`config.mk`:
```
export PLATFORM = sky130hd
export DESIGN_NAME = codec_regs
export DESIGN_NICKNAME = d
export VERILOG_FILES = /design/src/codec_regs_pkg.sv /design/src/codec_regs.sv
export SDC_FILE = /design/constraint.sdc
export NUM_CORES = 2
export LEC_CHECK = 0
export BUFFER_PORTS_ARGS = -buffer_cell sky130_fd_sc_hd__buf_4
export CORE_ASPECT_RATIO = 0.6
export CORE_UTILIZATION = 45
export CTS_CLUSTER_DIAMETER = 150
export DETAILED_ROUTE_END_ITERATION = 8
export GPL_ROUTABILITY_DRIVEN = 0
export PLACE_DENSITY = 0.66
export SLEW_MARGIN = 20
export SYNTH_ARGS = -nofsm -noshare
export SYNTH_HDL_FRONTEND = slang
export SYNTH_SLANG_ARGS = --single-unit
```
`constraint.sdc`:
```
create_clock -name pclk -period 7.1 [get_ports pclk]
set_clock_uncertainty 0.15 [all_clocks]
set_input_delay 0.355 -clock pclk [delete_from_list [all_inputs] [get_ports pclk]]
set_output_delay 0.355 -clock pclk [all_outputs]
set_load 0.01 [all_outputs]
```
`src/codec_regs_pkg.sv`:
```
// Purpose: Shared constants and types for the codec control register bank
// Assumes: APB word access, 16-bit registers in the low half of each word
// Notes: Printed offsets are register indices; byte address is index times four
package codec_regs_pkg;
    // -----------------------------------------------------------------
    // Register indices
    // -----------------------------------------------------------------
    localparam logic [7:0] IDX_EXT_CTRL = 8'h2A;
    localparam logic [7:0] IDX_ADC_RATE = 8'h32;
    localparam logic [7:0] IDX_DOUT = 8'h3A;
    localparam logic [7:0] IDX_EQ_CTRL = 8'h60;
    localparam logic [7:0] IDX_EQUALIZER_COEF_PORT = 8'h62;
    localparam logic [7:0] IDX_MIX = 8'h64;
    localparam logic [7:0] IDX_JACK = 8'h72;
    localparam logic [7:0] IDX_MISC = 8'h76;
    // -----------------------------------------------------------------
    // Reset values and writable masks
    // -----------------------------------------------------------------
    localparam logic [15:0] EXT_RST = 16'h0000;
    localparam logic [15:0] RATE_RST = 16'hBB80;
    localparam logic [15:0] RATE_MIN = 16'h1B58;
    localparam logic [15:0] RATE_MAX = 16'hBB80;
    localparam logic [15:0] DOUT_RST = 16'h2000;
    localparam logic [15:0] EQ_RST = 16'h8080;
    localparam logic [15:0] MIX_RST = 16'h8000;
    localparam logic [15:0] JACK_RST = 16'h0000;
    localparam logic [15:0] MISC_RST = 16'h0000;
    localparam logic [15:0] EXT_MASK = 16'h8005;
    localparam logic [15:0] DOUT_MASK = 16'hBFFF;
    localparam logic [15:0] EQ_MASK = 16'hC0FF;
    localparam logic [15:0] MIX_MASK = 16'h8F8F;
    localparam logic [15:0] JACK_MASK = 16'h1FF3;
    localparam logic [15:0] MISC_MASK = 16'h2000;
    // -----------------------------------------------------------------
    // Field positions
    // -----------------------------------------------------------------
    localparam int EXT_VRA_BIT = 0;
    localparam int EXT_TXEN_BIT = 2;
    localparam int EXT_VOVR_BIT = 15;
    localparam int DOUT_V_BIT = 15;
    localparam int EQ_BYPASS_BIT = 15;
    localparam int EQ_LOOP_BIT = 14;
    localparam int EQ_SYM_BIT = 7;
    localparam int EQ_SIDE_BIT = 6;
    localparam int MIX_MUTE_BIT = 15;
    localparam int MIX_RMUTE_BIT = 7;
    localparam int MISC_SPLIT_BIT = 13;
    localparam logic [5:0] COEF_FIRST = 6'h19;
    localparam logic [5:0] COEF_LAST = 6'h3B;
    // -----------------------------------------------------------------
    // Timing
    // -----------------------------------------------------------------
    localparam int PCLK_MHZ = 250;
    localparam int JACK_TIMER_MS = 250;
    localparam int JACK_TIMER_CYCLES = JACK_TIMER_MS * 1000 * PCLK_MHZ;
    localparam int JACK_CNT_W = 26;

    typedef struct packed {
        logic usage_class_flag;
        logic nonpcm_flag;
        logic copyright_flag;
        logic emphasis_flag;
        logic [6:0] category_code;
        logic generation_level;
        logic [1:0] spdif_rate_select;
    } chan_status_t;

    typedef struct packed {
        logic [3:0] left_gain;
        logic [3:0] right_gain;
        logic left_mute;
        logic right_mute;
    } mixer_ctrl_t;
endpackage

```
`src/codec_regs.sv`:
```
// Purpose: APB register bank for ADC rate, digital output, equalizer, mixer and jack sense
// Assumes: Single clock pclk at 250 MHz, jack and error inputs synchronous to pclk
// Notes: Zero-wait APB slave; read data captured in the setup cycle
// Operation
// - ADC rate holds 1B58h..BB80h in hertz
// - Writing variable rate off restores 48 kHz
// - Four status flags go to channel status
// - Category code and generation level passed through
// - Rate select encoding, register resets 2000h
// - Validity bit one forces invalid flag
// - Validity bit zero follows error detection
// - Override forces flag low when bit zero
// - Equalizer control resets to 8080h
// - Pointer addresses biquad coefficients 25..59
// - Side select picks left or right block
// - Mirror makes right fetch from left
// - Loopback adds mixer ADC into PCM
// - Bypass passes data, resets to one
// - Data port reads and writes pointed word
// - Coefficient writes commit only during bypass
// - Coefficients are 16-bit, port resets 0000h
// - Four-bit gains in 1.5 dB steps
// - Mute-all mutes both, resets 8000h
// - Right mute works only with split enabled
// - Timer needs jack high over 250 ms
// - Jack flags sticky, write one sets
`timescale 1ns/1ps
`default_nettype none

module codec_regs #(
    parameter int JACK_TIMER_CYCLES = codec_regs_pkg::JACK_TIMER_CYCLES
) (
    input wire logic pclk,
    input wire logic presetn,
    input wire logic psel,
    input wire logic penable,
    input wire logic pwrite,
    input wire logic [11:0] paddr,
    input wire logic [31:0] pwdata,
    output logic [31:0] prdata,
    output logic pready,
    output logic pslverr,
    output logic [15:0] rate_value,
    output logic variable_rate_enable,
    output logic transmit_enable,
    output codec_regs_pkg::chan_status_t chan_status,
    input wire logic [1:0] sample_error,
    output logic [1:0] validity_flag,
    output logic filter_bypass,
    output logic mixer_loopback,
    input wire logic coef_fetch_side,
    input wire logic [5:0] coef_fetch_addr,
    output logic [15:0] coef_fetch_data,
    output codec_regs_pkg::mixer_ctrl_t mixer_ctrl,
    input wire logic [1:0] jack_sense,
    output logic [2:0] jack_mute_select,
    output logic jack_irq
);
    // -----------------------------------------------------------------
    // State
    // -----------------------------------------------------------------
    typedef struct packed {
        logic [15:0] ext;
        logic [15:0] rate;
        logic [15:0] dout;
        logic [15:0] eqc;
        logic [15:0] mix;
        logic [15:0] jack;
        logic [15:0] misc;
        logic [1:0][codec_regs_pkg::JACK_CNT_W-1:0] jcnt;
        logic [1:0] jprev;
        logic [31:0] rdata;
        logic rerr;
        logic [1:0] valid;
        logic [15:0] fetch;
        logic [1:0][63:0][15:0] mem;
    } state_t;

    localparam logic [codec_regs_pkg::JACK_CNT_W-1:0] JCNT_MAX = JACK_TIMER_CYCLES[codec_regs_pkg::JACK_CNT_W-1:0];

    state_t cur_ff;
    state_t nxt_cur;
    logic access;
    logic wr;
    logic [7:0] idx;
    logic aligned;
    logic [15:0] wdata;
    logic [5:0] ptr;
    logic side;
    logic [1:0] jack_state;
    logic [1:0] jack_event;

    function automatic logic coef_in_range(input logic [5:0] a);
        coef_in_range = (a >= codec_regs_pkg::COEF_FIRST) && (a <= codec_regs_pkg::COEF_LAST);
    endfunction

    function automatic logic [15:0] merge(input logic [15:0] old, input logic [15:0] val, input logic [15:0] mask);
        merge = (old & ~mask) | (val & mask);
    endfunction

    assign access = psel && penable;
    assign wr = access && pwrite && aligned;
    assign idx = paddr[9:2];
    assign aligned = (paddr[11:10] == 2'b00) && (paddr[1:0] == 2'b00);
    assign wdata = pwdata[15:0];
    assign ptr = cur_ff.eqc[5:0];
    assign side = cur_ff.eqc[codec_regs_pkg::EQ_SIDE_BIT];

    // -----------------------------------------------------------------
    // Jack sense qualification
    // -----------------------------------------------------------------
    // With the timer on, a pin is seen only after staying high past the count
    always_comb
    begin
        for (int j = 0; j < 2; j++)
        begin
            if (cur_ff.jack[6 + j])
            begin
                jack_state[j] = jack_sense[j] && (cur_ff.jcnt[j] == JCNT_MAX);
            end
            else
            begin
                jack_state[j] = jack_sense[j];
            end
            jack_event[j] = cur_ff.jack[4 + j] && jack_state[j] && !cur_ff.jprev[j];
        end
    end

    // -----------------------------------------------------------------
    // Next state
    // -----------------------------------------------------------------
    always_comb
    begin
        nxt_cur = cur_ff;
        for (int j = 0; j < 2; j++)
        begin
            if (!jack_sense[j])
            begin
                nxt_cur.jcnt[j] = '0;
            end
            else if (cur_ff.jcnt[j] != JCNT_MAX)
            begin
                nxt_cur.jcnt[j] = cur_ff.jcnt[j] + 1'b1;
            end
        end
        nxt_cur.jprev = jack_state;

        // Validity flag per subframe, left in bit 0
        if (cur_ff.dout[codec_regs_pkg::DOUT_V_BIT])
        begin
            nxt_cur.valid = 2'b11;
        end
        else if (cur_ff.ext[codec_regs_pkg::EXT_VOVR_BIT])
        begin
            nxt_cur.valid = 2'b00;
        end
        else
        begin
            nxt_cur.valid = sample_error;
        end

        // Mirror steers right-side fetches into the left block
        if (cur_ff.eqc[codec_regs_pkg::EQ_SYM_BIT])
        begin
            nxt_cur.fetch = cur_ff.mem[0][coef_fetch_addr];
        end
        else
        begin
            nxt_cur.fetch = cur_ff.mem[coef_fetch_side][coef_fetch_addr];
        end

        if (wr)
        begin
            case (idx)
                codec_regs_pkg::IDX_EXT_CTRL:
                begin
                    nxt_cur.ext = merge(cur_ff.ext, wdata, codec_regs_pkg::EXT_MASK);
                    if (!wdata[codec_regs_pkg::EXT_VRA_BIT])
                    begin
                        nxt_cur.rate = codec_regs_pkg::RATE_MAX;
                    end
                end
                codec_regs_pkg::IDX_ADC_RATE:
                begin
                    // Out-of-range rates are dropped so the stored rate stays usable
                    if (wdata >= codec_regs_pkg::RATE_MIN && wdata <= codec_regs_pkg::RATE_MAX)
                    begin
                        nxt_cur.rate = wdata;
                    end
                end
                codec_regs_pkg::IDX_DOUT:
                begin
                    nxt_cur.dout = merge(cur_ff.dout, wdata, codec_regs_pkg::DOUT_MASK);
                end
                codec_regs_pkg::IDX_EQ_CTRL:
                begin
                    nxt_cur.eqc = merge(cur_ff.eqc, wdata, codec_regs_pkg::EQ_MASK);
                end
                codec_regs_pkg::IDX_EQUALIZER_COEF_PORT:
                begin
                    if (cur_ff.eqc[codec_regs_pkg::EQ_BYPASS_BIT] && coef_in_range(ptr))
                    begin
                        nxt_cur.mem[side][ptr] = wdata;
                    end
                end
                codec_regs_pkg::IDX_MIX:
                begin
                    nxt_cur.mix = merge(cur_ff.mix, wdata, codec_regs_pkg::MIX_MASK);
                    if (!cur_ff.misc[codec_regs_pkg::MISC_SPLIT_BIT])
                    begin
                        nxt_cur.mix[codec_regs_pkg::MIX_RMUTE_BIT] = 1'b0;
                    end
                end
                codec_regs_pkg::IDX_JACK:
                begin
                    nxt_cur.jack = merge(cur_ff.jack, wdata, codec_regs_pkg::JACK_MASK);
                end
                codec_regs_pkg::IDX_MISC:
                begin
                    nxt_cur.misc = merge(cur_ff.misc, wdata, codec_regs_pkg::MISC_MASK);
                end
                default:
                begin
                end
            endcase
        end
        // Split off drops any held right mute so it can neither act nor read back
        if (!nxt_cur.misc[codec_regs_pkg::MISC_SPLIT_BIT])
        begin
            nxt_cur.mix[codec_regs_pkg::MIX_RMUTE_BIT] = 1'b0;
        end
        // A jack event landing with a clearing write still sets its flag
        nxt_cur.jack[1:0] = nxt_cur.jack[1:0] | jack_event;

        // Read data is captured in the setup cycle for a zero-wait access
        if (psel && !penable)
        begin
            nxt_cur.rdata = '0;
            nxt_cur.rerr = 1'b0;
            if (!aligned)
            begin
                nxt_cur.rerr = 1'b1;
            end
            else
            begin
                case (idx)
                    codec_regs_pkg::IDX_EXT_CTRL:
                    begin
                        nxt_cur.rdata[15:0] = cur_ff.ext;
                    end
                    codec_regs_pkg::IDX_ADC_RATE:
                    begin
                        nxt_cur.rdata[15:0] = cur_ff.rate;
                    end
                    codec_regs_pkg::IDX_DOUT:
                    begin
                        nxt_cur.rdata[15:0] = cur_ff.dout;
                    end
                    codec_regs_pkg::IDX_EQ_CTRL:
                    begin
                        nxt_cur.rdata[15:0] = cur_ff.eqc;
                    end
                    codec_regs_pkg::IDX_EQUALIZER_COEF_PORT:
                    begin
                        if (coef_in_range(ptr))
                        begin
                            nxt_cur.rdata[15:0] = cur_ff.mem[side][ptr];
                        end
                    end
                    codec_regs_pkg::IDX_MIX:
                    begin
                        nxt_cur.rdata[15:0] = cur_ff.mix;
                    end
                    codec_regs_pkg::IDX_JACK:
                    begin
                        nxt_cur.rdata[15:0] = {cur_ff.jack[15:4], jack_sense, cur_ff.jack[1:0]};
                    end
                    codec_regs_pkg::IDX_MISC:
                    begin
                        nxt_cur.rdata[15:0] = cur_ff.misc;
                    end
                    default:
                    begin
                        nxt_cur.rerr = 1'b1;
                    end
                endcase
            end
        end
    end

    always_ff @(posedge pclk or negedge presetn)
    begin
        if (!presetn)
        begin
            cur_ff <= '0;
            cur_ff.ext <= codec_regs_pkg::EXT_RST;
            cur_ff.rate <= codec_regs_pkg::RATE_RST;
            cur_ff.dout <= codec_regs_pkg::DOUT_RST;
            cur_ff.eqc <= codec_regs_pkg::EQ_RST;
            cur_ff.mix <= codec_regs_pkg::MIX_RST;
            cur_ff.jack <= codec_regs_pkg::JACK_RST;
            cur_ff.misc <= codec_regs_pkg::MISC_RST;
        end
        else
        begin
            cur_ff <= nxt_cur;
        end
    end

    // -----------------------------------------------------------------
    // Outputs
    // -----------------------------------------------------------------
    assign pready = access;
    assign pslverr = access && cur_ff.rerr;
    assign prdata = cur_ff.rdata;
    assign rate_value = cur_ff.rate;
    assign variable_rate_enable = cur_ff.ext[codec_regs_pkg::EXT_VRA_BIT];
    // Channel status only changes cleanly while this is low
    assign transmit_enable = cur_ff.ext[codec_regs_pkg::EXT_TXEN_BIT];
    assign chan_status.usage_class_flag = cur_ff.dout[0];
    assign chan_status.nonpcm_flag = cur_ff.dout[1];
    assign chan_status.copyright_flag = cur_ff.dout[2];
    assign chan_status.emphasis_flag = cur_ff.dout[3];
    assign chan_status.category_code = cur_ff.dout[10:4];
    assign chan_status.generation_level = cur_ff.dout[11];
    assign chan_status.spdif_rate_select = cur_ff.dout[13:12];
    assign validity_flag = cur_ff.valid;
    // A qualified jack with its bypass enable also bypasses the filter
    assign filter_bypass = cur_ff.eqc[codec_regs_pkg::EQ_BYPASS_BIT] || |(cur_ff.jack[9:8] & jack_state);
    assign mixer_loopback = cur_ff.eqc[codec_regs_pkg::EQ_LOOP_BIT];
    assign coef_fetch_data = cur_ff.fetch;
    assign mixer_ctrl.left_gain = cur_ff.mix[11:8];
    assign mixer_ctrl.right_gain = cur_ff.mix[3:0];
    assign mixer_ctrl.left_mute = cur_ff.mix[codec_regs_pkg::MIX_MUTE_BIT];
    assign mixer_ctrl.right_mute = cur_ff.mix[codec_regs_pkg::MIX_MUTE_BIT] || cur_ff.mix[codec_regs_pkg::MIX_RMUTE_BIT];
    assign jack_mute_select = cur_ff.jack[12:10];
    assign jack_irq = |cur_ff.jack[1:0];
endmodule

`default_nettype wire

```
Word level (Yosys, flattened, before mapping)
Index checks and enable logic that the tools add are counted.
W data, S select, Z words.
{"block": "totals", "wordCells": 258, "inputBits": 60, "ff_bits": 2249}
{"block": "op_classes", "add_sub_neg": 2, "n_mux": 38, "bitwise_logic": 8, "n_eq_ne": 18, "n_lt_le_gt_ge": 10, "reduce_logical": 37}
{"cell": "$mux W1024", "count": 5}
{"cell": "$bwmux W2048", "count": 1}
{"cell": "$demux W1024 S1", "count": 1}
{"cell": "$bmux W16 S6", "count": 3}
{"cell": "$mux W16", "count": 11}
{"cell": "$pmux W16 S8", "count": 1}
{"cell": "$mux W26", "count": 4}
{"cell": "$demux W16 S6", "count": 1}
{"cell": "$add A26 B1 Y26 const B", "count": 2}
{"cell": "$eq A26 B26 Y1 const B", "count": 2}
{"cell": "$ne A26 B26 Y1 const B", "count": 2}
{"cell": "$or A15 B16 Y16", "count": 3}
{"cell": "$eq A8 B7 Y1 const B", "count": 5}
{"cell": "$mux W40", "count": 1}
{"cell": "$pmux W16 S2", "count": 1}
{"cell": "$eq A8 B6 Y1 const B", "count": 3}
{"cell": "$logic_and A1 B1 Y1", "count": 17}
{"cell": "$ge A16 B13 Y1 const B", "count": 1}
{"cell": "$le A16 B16 Y1 const B", "count": 1}
{"cell": "$or A14 B16 Y16", "count": 1}
{"cell": "$or A16 B13 Y16", "count": 1}
{"cell": "$or A16 B14 Y16", "count": 1}
{"cell": "$lt A6 B7 Y1 const B", "count": 2}
{"cell": "$reduce_and A2 Y1", "count": 7}
{"cell": "20 further kinds", "count": 36}

Logic depth before layout (Yosys ltp)
{"block": "depth", "word_depth": 7, "mapped_depth": 13}

Least setup slack after synthesis
No wires, ideal clock.
{"block": "synth_timing", "kind": "in2reg", "start": "in coef_fetch_addr[0]", "end": "reg cur_ff (netlist bit coef_fetch_data[9])", "path_buffers": 4, "required_ns": 6.813, "arrival_ns": 2.578, "path_stages": 8, "slack_ns": 4.235, "cell_sequence": "buf_4 -> buf_6 -> buf_2 -> buf_2 -> mux4_2 -> mux4_2 -> a221oi_1 -> nand3_1"}
{"item": "start, declared", "line": "codec_regs.sv:52", "rtl": "input wire logic [5:0] coef_fetch_addr,"}
{"item": "end signal, assigned", "line": "codec_regs.sv:306", "rtl": "cur_ff <= nxt_cur;"}
{"item": "end, declared", "line": "codec_regs.sv:81", "rtl": "state_t cur_ff;"}

Worst setup path in the final report
{"block": "layout_timing", "start": "reg cur_ff[2207] (netlist bit)", "end": "reg cur_ff (netlist bit prdata[7])"}
{"block": "layout_between", "elab_chain_len": 7}
{"item": "$mux W1024 (implied by the code) (2 in a row)", "line": "codec_regs.sv:267", "rtl": "nxt_cur.rdata[15:0] = cur_ff.mem[side][ptr];"}
{"item": "$bmux W16 S6", "line": "codec_regs.sv:267"}
{"item": "$mux W16 (implied by the code)", "line": "codec_regs.sv:267"}
{"item": "$mux W16", "line": "codec_regs.sv:265", "rtl": "if (coef_in_range(ptr))"}
{"item": "$pmux W16 S8", "line": "codec_regs.sv:246", "rtl": "case (idx)"}
{"item": "$mux W16", "line": "codec_regs.sv:240", "rtl": "if (!aligned)"}
Every way passes these cells. The select of a mux whose other input is x is not followed.
A chain may end at the register's enable or synchronous reset.

==> flow_summary_export.csv <==
group,metric,value,unit
floorplanning,dieArea,0.253,mm2
clocking,post_cts_buffers,0,
power_and_ir_drop,p_leak,53.6,nW
yosys,ys_types,90,
finish,fin_util,0.481,
sta,setup_viol,0,
drt,drt_iter0_drc,9562,
floorplanning,ios,160,
run,maxCapViolCount,0,
grt,grt_overflow,0,
clocking,clk_path_buf_depth,4,
grt,grt_pass1_wl,564,mm
drt,drt-pass1-iter-count,9,
worst_setup_path,crit_path_cell_trace,"buf_4 > mux4_2 > mux2i_1 > o22ai_1 > a211oi_1 > o211ai_1 > a21oi_1 > nor2_1",
power_and_ir_drop,power,25.2,mW
place,dpl_cell_area,0.113,mm2
yosys,syn_area,0.113,mm2
sta,max_freq,182,MHz
floorplanning,die_h,390,um
drt,drt.antenna.violating_nets,0,
yosys,synth-main-ff-cell,"dfrtp_1",
yosys,yosysSeqAreaShare,0.487,
finish,stdcell_count,10571,
worst_setup_path,timing_worst_setup_path_type,"flop to flop",
worst_setup_path,worst_setup_path_end_kind,"flop",
sta,rsz0062_at_grt,"false",
finish,syn_to_final_growth,6.26,%
power_and_ir_drop,power.switching,6.10,mW
sta,hold_violations,1,
floorplanning,num_rows,142,
place,dp_cells,10162,
yosys,syn_area_per_cell,13.9,um2
worst_setup_path,slowest_delay,1170,ps
drt,drc_errors,12,
drt,wl,399,mm
yosys,synth_cells,8135,
sta,timing.hold.ws,-4.04,ps
clocking,cts_resized,0,
place,dpl.hpwl,265,mm
yosys,synth_edf_count,0,
clocking,cts-hold-fix-buffers,20,
clocking,cts_tree,"built",
worst_setup_path,cp_slowest_cell,"a211oi_1",
grt,grt_pass1_vias,71193,
power_and_ir_drop,p_clk_frac,0.448,
sta,tightest_slew,1420,ps
sta,period_minus_slack,5480,ps
worst_setup_path,crit_path_max_fanout,27,
sta,max-slew-margin-rel,0.0473,
floorplanning,die_x,649,um
worst_setup_path,cp_data_arrival_time,6080,ps
worst_setup_path,path_buf_inv,1,
finish,fin_nets,7140,
worst_hold_path,min_path_type,"input pin to flop",
finish,final_design_area_no_fill,0.120,mm2
worst_setup_path,critPathLaunchType,"flop",
clocking,clkSinkCount,2203,
run_status,outcome,"finished with violations",
worst_setup_path,cp_data_required_time,7700,ps
drt,via_per_inst,6.81,
sta,setup_tns,0,ps
power_and_ir_drop,p_sw_frac,0.241,
power_and_ir_drop,ir_drop,0.200,mV
power_and_ir_drop,p_int,19.1,mW
clocking,clkLatencyLatePin,910,ps
clocking,h-tree-depth,4,
floorplanning,core_area,0.250,mm2
power_and_ir_drop,combPwrFrac,0.054,
grt,grt_usage,0.313,
power_and_ir_drop,p_seq_frac,0.498,
grt,grt_max_degree,179,
floorplanning,start_util,0.453,
drt,vias,72016,
power_and_ir_drop,powerDensity,210,mW/mm2
yosys,async_reset_ff_frac,1.00,
yosys,postSynthRegisterBits,2203,
place,io_buffers,127,
run_status,violations,"DRC, hold timing",
finish,drive_gt1_frac,0.388,
drt,wire_per_inst,37.8,um
grt,antenna_found_initial,57,
clocking,cts_buffers,203,
clocking,clkTransAtPathRegs,70,ps
sta,timing.final.max_slew_violations,0,
sta,fin_crit_sh,0.772,
clocking,cts_root_buffer,"clkbuf_16",
worst_setup_path,cp_top_family,"compound AO/OA/AOI/OAI gates",
yosys,yosys_warnings,0,
## cells by family (layout without fill, tap and decap cells)
group	after synthesis	in the layout	synth area share
adders and majority gates	4	4	0.000442
xor gates and xnor gates	45	45	0.00348
other	1	53	0.0000332
muxes	2623	2623	0.352
buffers and inverters	1693	765	0.0683
DFF	2203	2203	0.487
AOI/OAI and AO/OA	771	771	0.0479
and+or+nand+nor	795	795	0.0404
## through the flow
step	setup WS [ps]	hold WS (ps)
2_1_floorplan	4230	-90.6
3_3_place_gp	1840	226
3_5_place_dp	1880	231
4_1_cts	1860	4.34
5_1_grt	1790	31.1
6_report	1620	-4.04
## cell type report
class	count	area (um2)
clock inverters	65	747
inverters	26	109
flip-flops and latches	2203	55200
well taps	3312	4140
fillers	21098	130000
clock buffers	286	5860
multi-input cells	4254	50600
repair buffers	388	3480
diodes	37	92.6
## synth_stat cells, types with 33 or more instances
| library cell | number | area (um2) |
|---|---|---|
| nor2_1 | 101 | 379 |
| clkbuf_1 | 1217 | 4570 |
| mux4_2 | 928 | 20900 |
| nand3_1 | 81 | 405 |
| a22oi_1 | 62 | 465 |
| xnor2_1 | 33 | 289 |
| buf_2 | 128 | 641 |
| a221oi_1 | 93 | 815 |
| buf_1 | 56 | 210 |
| a21oi_1 | 113 | 566 |
| o21ai_0 | 105 | 526 |
| buf_6 | 49 | 552 |
| mux2_1 | 146 | 1640 |
| nor3_1 | 41 | 205 |
| o22ai_1 | 134 | 838 |
| mux2i_1 | 503 | 5030 |
| mux2_2 | 922 | 10400 |
| nand2_1 | 283 | 1060 |
| buf_4 | 215 | 1610 |
| dfrtp_1 | 2192 | 54900 |
| mux2_4 | 124 | 1860 |
| and2_1 | 58 | 363 |
## cell usage in the layout, fill, tap and decap left out, types with 14 or more instances in the layout
cell type / synthesis / layout
a211oi_1: 32 / 30
a21oi_1: 113 / 111
a221oi_1: 93 / 92
a22o_1: 24 / 24
a22oi_1: 62 / 62
and2_1: 58 / 56
and3_1: 21 / 20
buf_12: 2 / 38
buf_4: 215 / 325
bufinv_16: 0 / 15
clkbuf_1: 1217 / 37
clkbuf_16: 0 / 204
clkbuf_8: 0 / 45
clkinv_2: 0 / 39
conb_1: 1 / 16
dfrtp_1: 2192 / 2187
diode_2: 0 / 37
dlygate4sd3_1: 0 / 20
inv_1: 23 / 21
mux2_1: 146 / 146
mux2_2: 922 / 922
mux2_4: 124 / 124
mux2i_1: 503 / 499
mux4_2: 928 / 928
nand2_1: 283 / 282
nand3_1: 81 / 80
nand3_4: 20 / 20
nor2_1: 101 / 96
nor2_4: 17 / 19
nor2b_1: 21 / 17
nor3_1: 41 / 38
nor3_4: 3 / 17
nor4_1: 21 / 20
o211ai_1: 30 / 30
o21ai_0: 105 / 99
o221ai_1: 27 / 27
o22ai_1: 134 / 133
o32ai_1: 14 / 14
or3_1: 19 / 18
xnor2_1: 33 / 33
## registers in the layout (all words and copies together) (netlist names)
signal,cells
cur_ff,2124
coef_fetch_data,16
prdata,16
rate_value,16
chan_status,14
mixer_ctrl,9
jack_mute_select,3
validity_flag,2
mixer_loopback,1
transmit_enable,1
variable_rate_enable,1
## routing by layer
| metal | wire [um] | vias to the layer above | track usage |
|---|---|---|---|
| met4 | 16600 | 90 | 0.109 |
| met3 | 75100 | 1003 | 0.211 |
| met5 | 1820 | - | 0.0266 |
| met1 | 156000 | 38100 | 0.425 |
| met2 | 150000 | 5089 | 0.385 |
| li1 | - | 27734 | - |
## worst paths after layout
kind | from | endpoint | slack [ps] | cells after the start
worst min-delay path | pwdata[9] | rate_value[9]$_DFFE_PN1P_ | -4 | 2
worst min register to register | cur_ff[18]$_DFFE_PN0P_ | cur_ff[18]$_DFFE_PN0P_ | 240 | 0
min in group asynchronous | presetn | cur_ff[189]$_DFFE_PN0P_ | 40 | 2
worst max-delay path | cur_ff[2207]$_DFFE_PN0P_ | prdata[7]$_DFFE_PN0P_ | 1620 | 8
worst max register to register | cur_ff[2207]$_DFFE_PN0P_ | prdata[7]$_DFFE_PN0P_ | 1620 | 8
max in group asynchronous | presetn | cur_ff[890]$_DFFE_PN0P_ | 4660 | 4
## worst reg2reg max path, cell delays in order, from the launching register on
cell	delay, ps
dfrtp_4	1010
buf_4	560
mux4_2	580
mux2i_1	810
o22ai_1	220
a211oi_1	1170
o211ai_1	550
a21oi_1	270
nor2_1	60
## power groups by stage
stage                     Sequential (mW)  Clock [mW]  Combinational (mW)
after floorplan                      12.8           0               0.596
after global placement               12.8           0                1.29
after detailed placement             12.8           0                1.30
after CTS                            12.6        11.4                1.31
after global routing                 12.6        11.9                1.41
final                                12.6        11.3                1.36
Note: power is estimated with default switching activity, not from simulation.
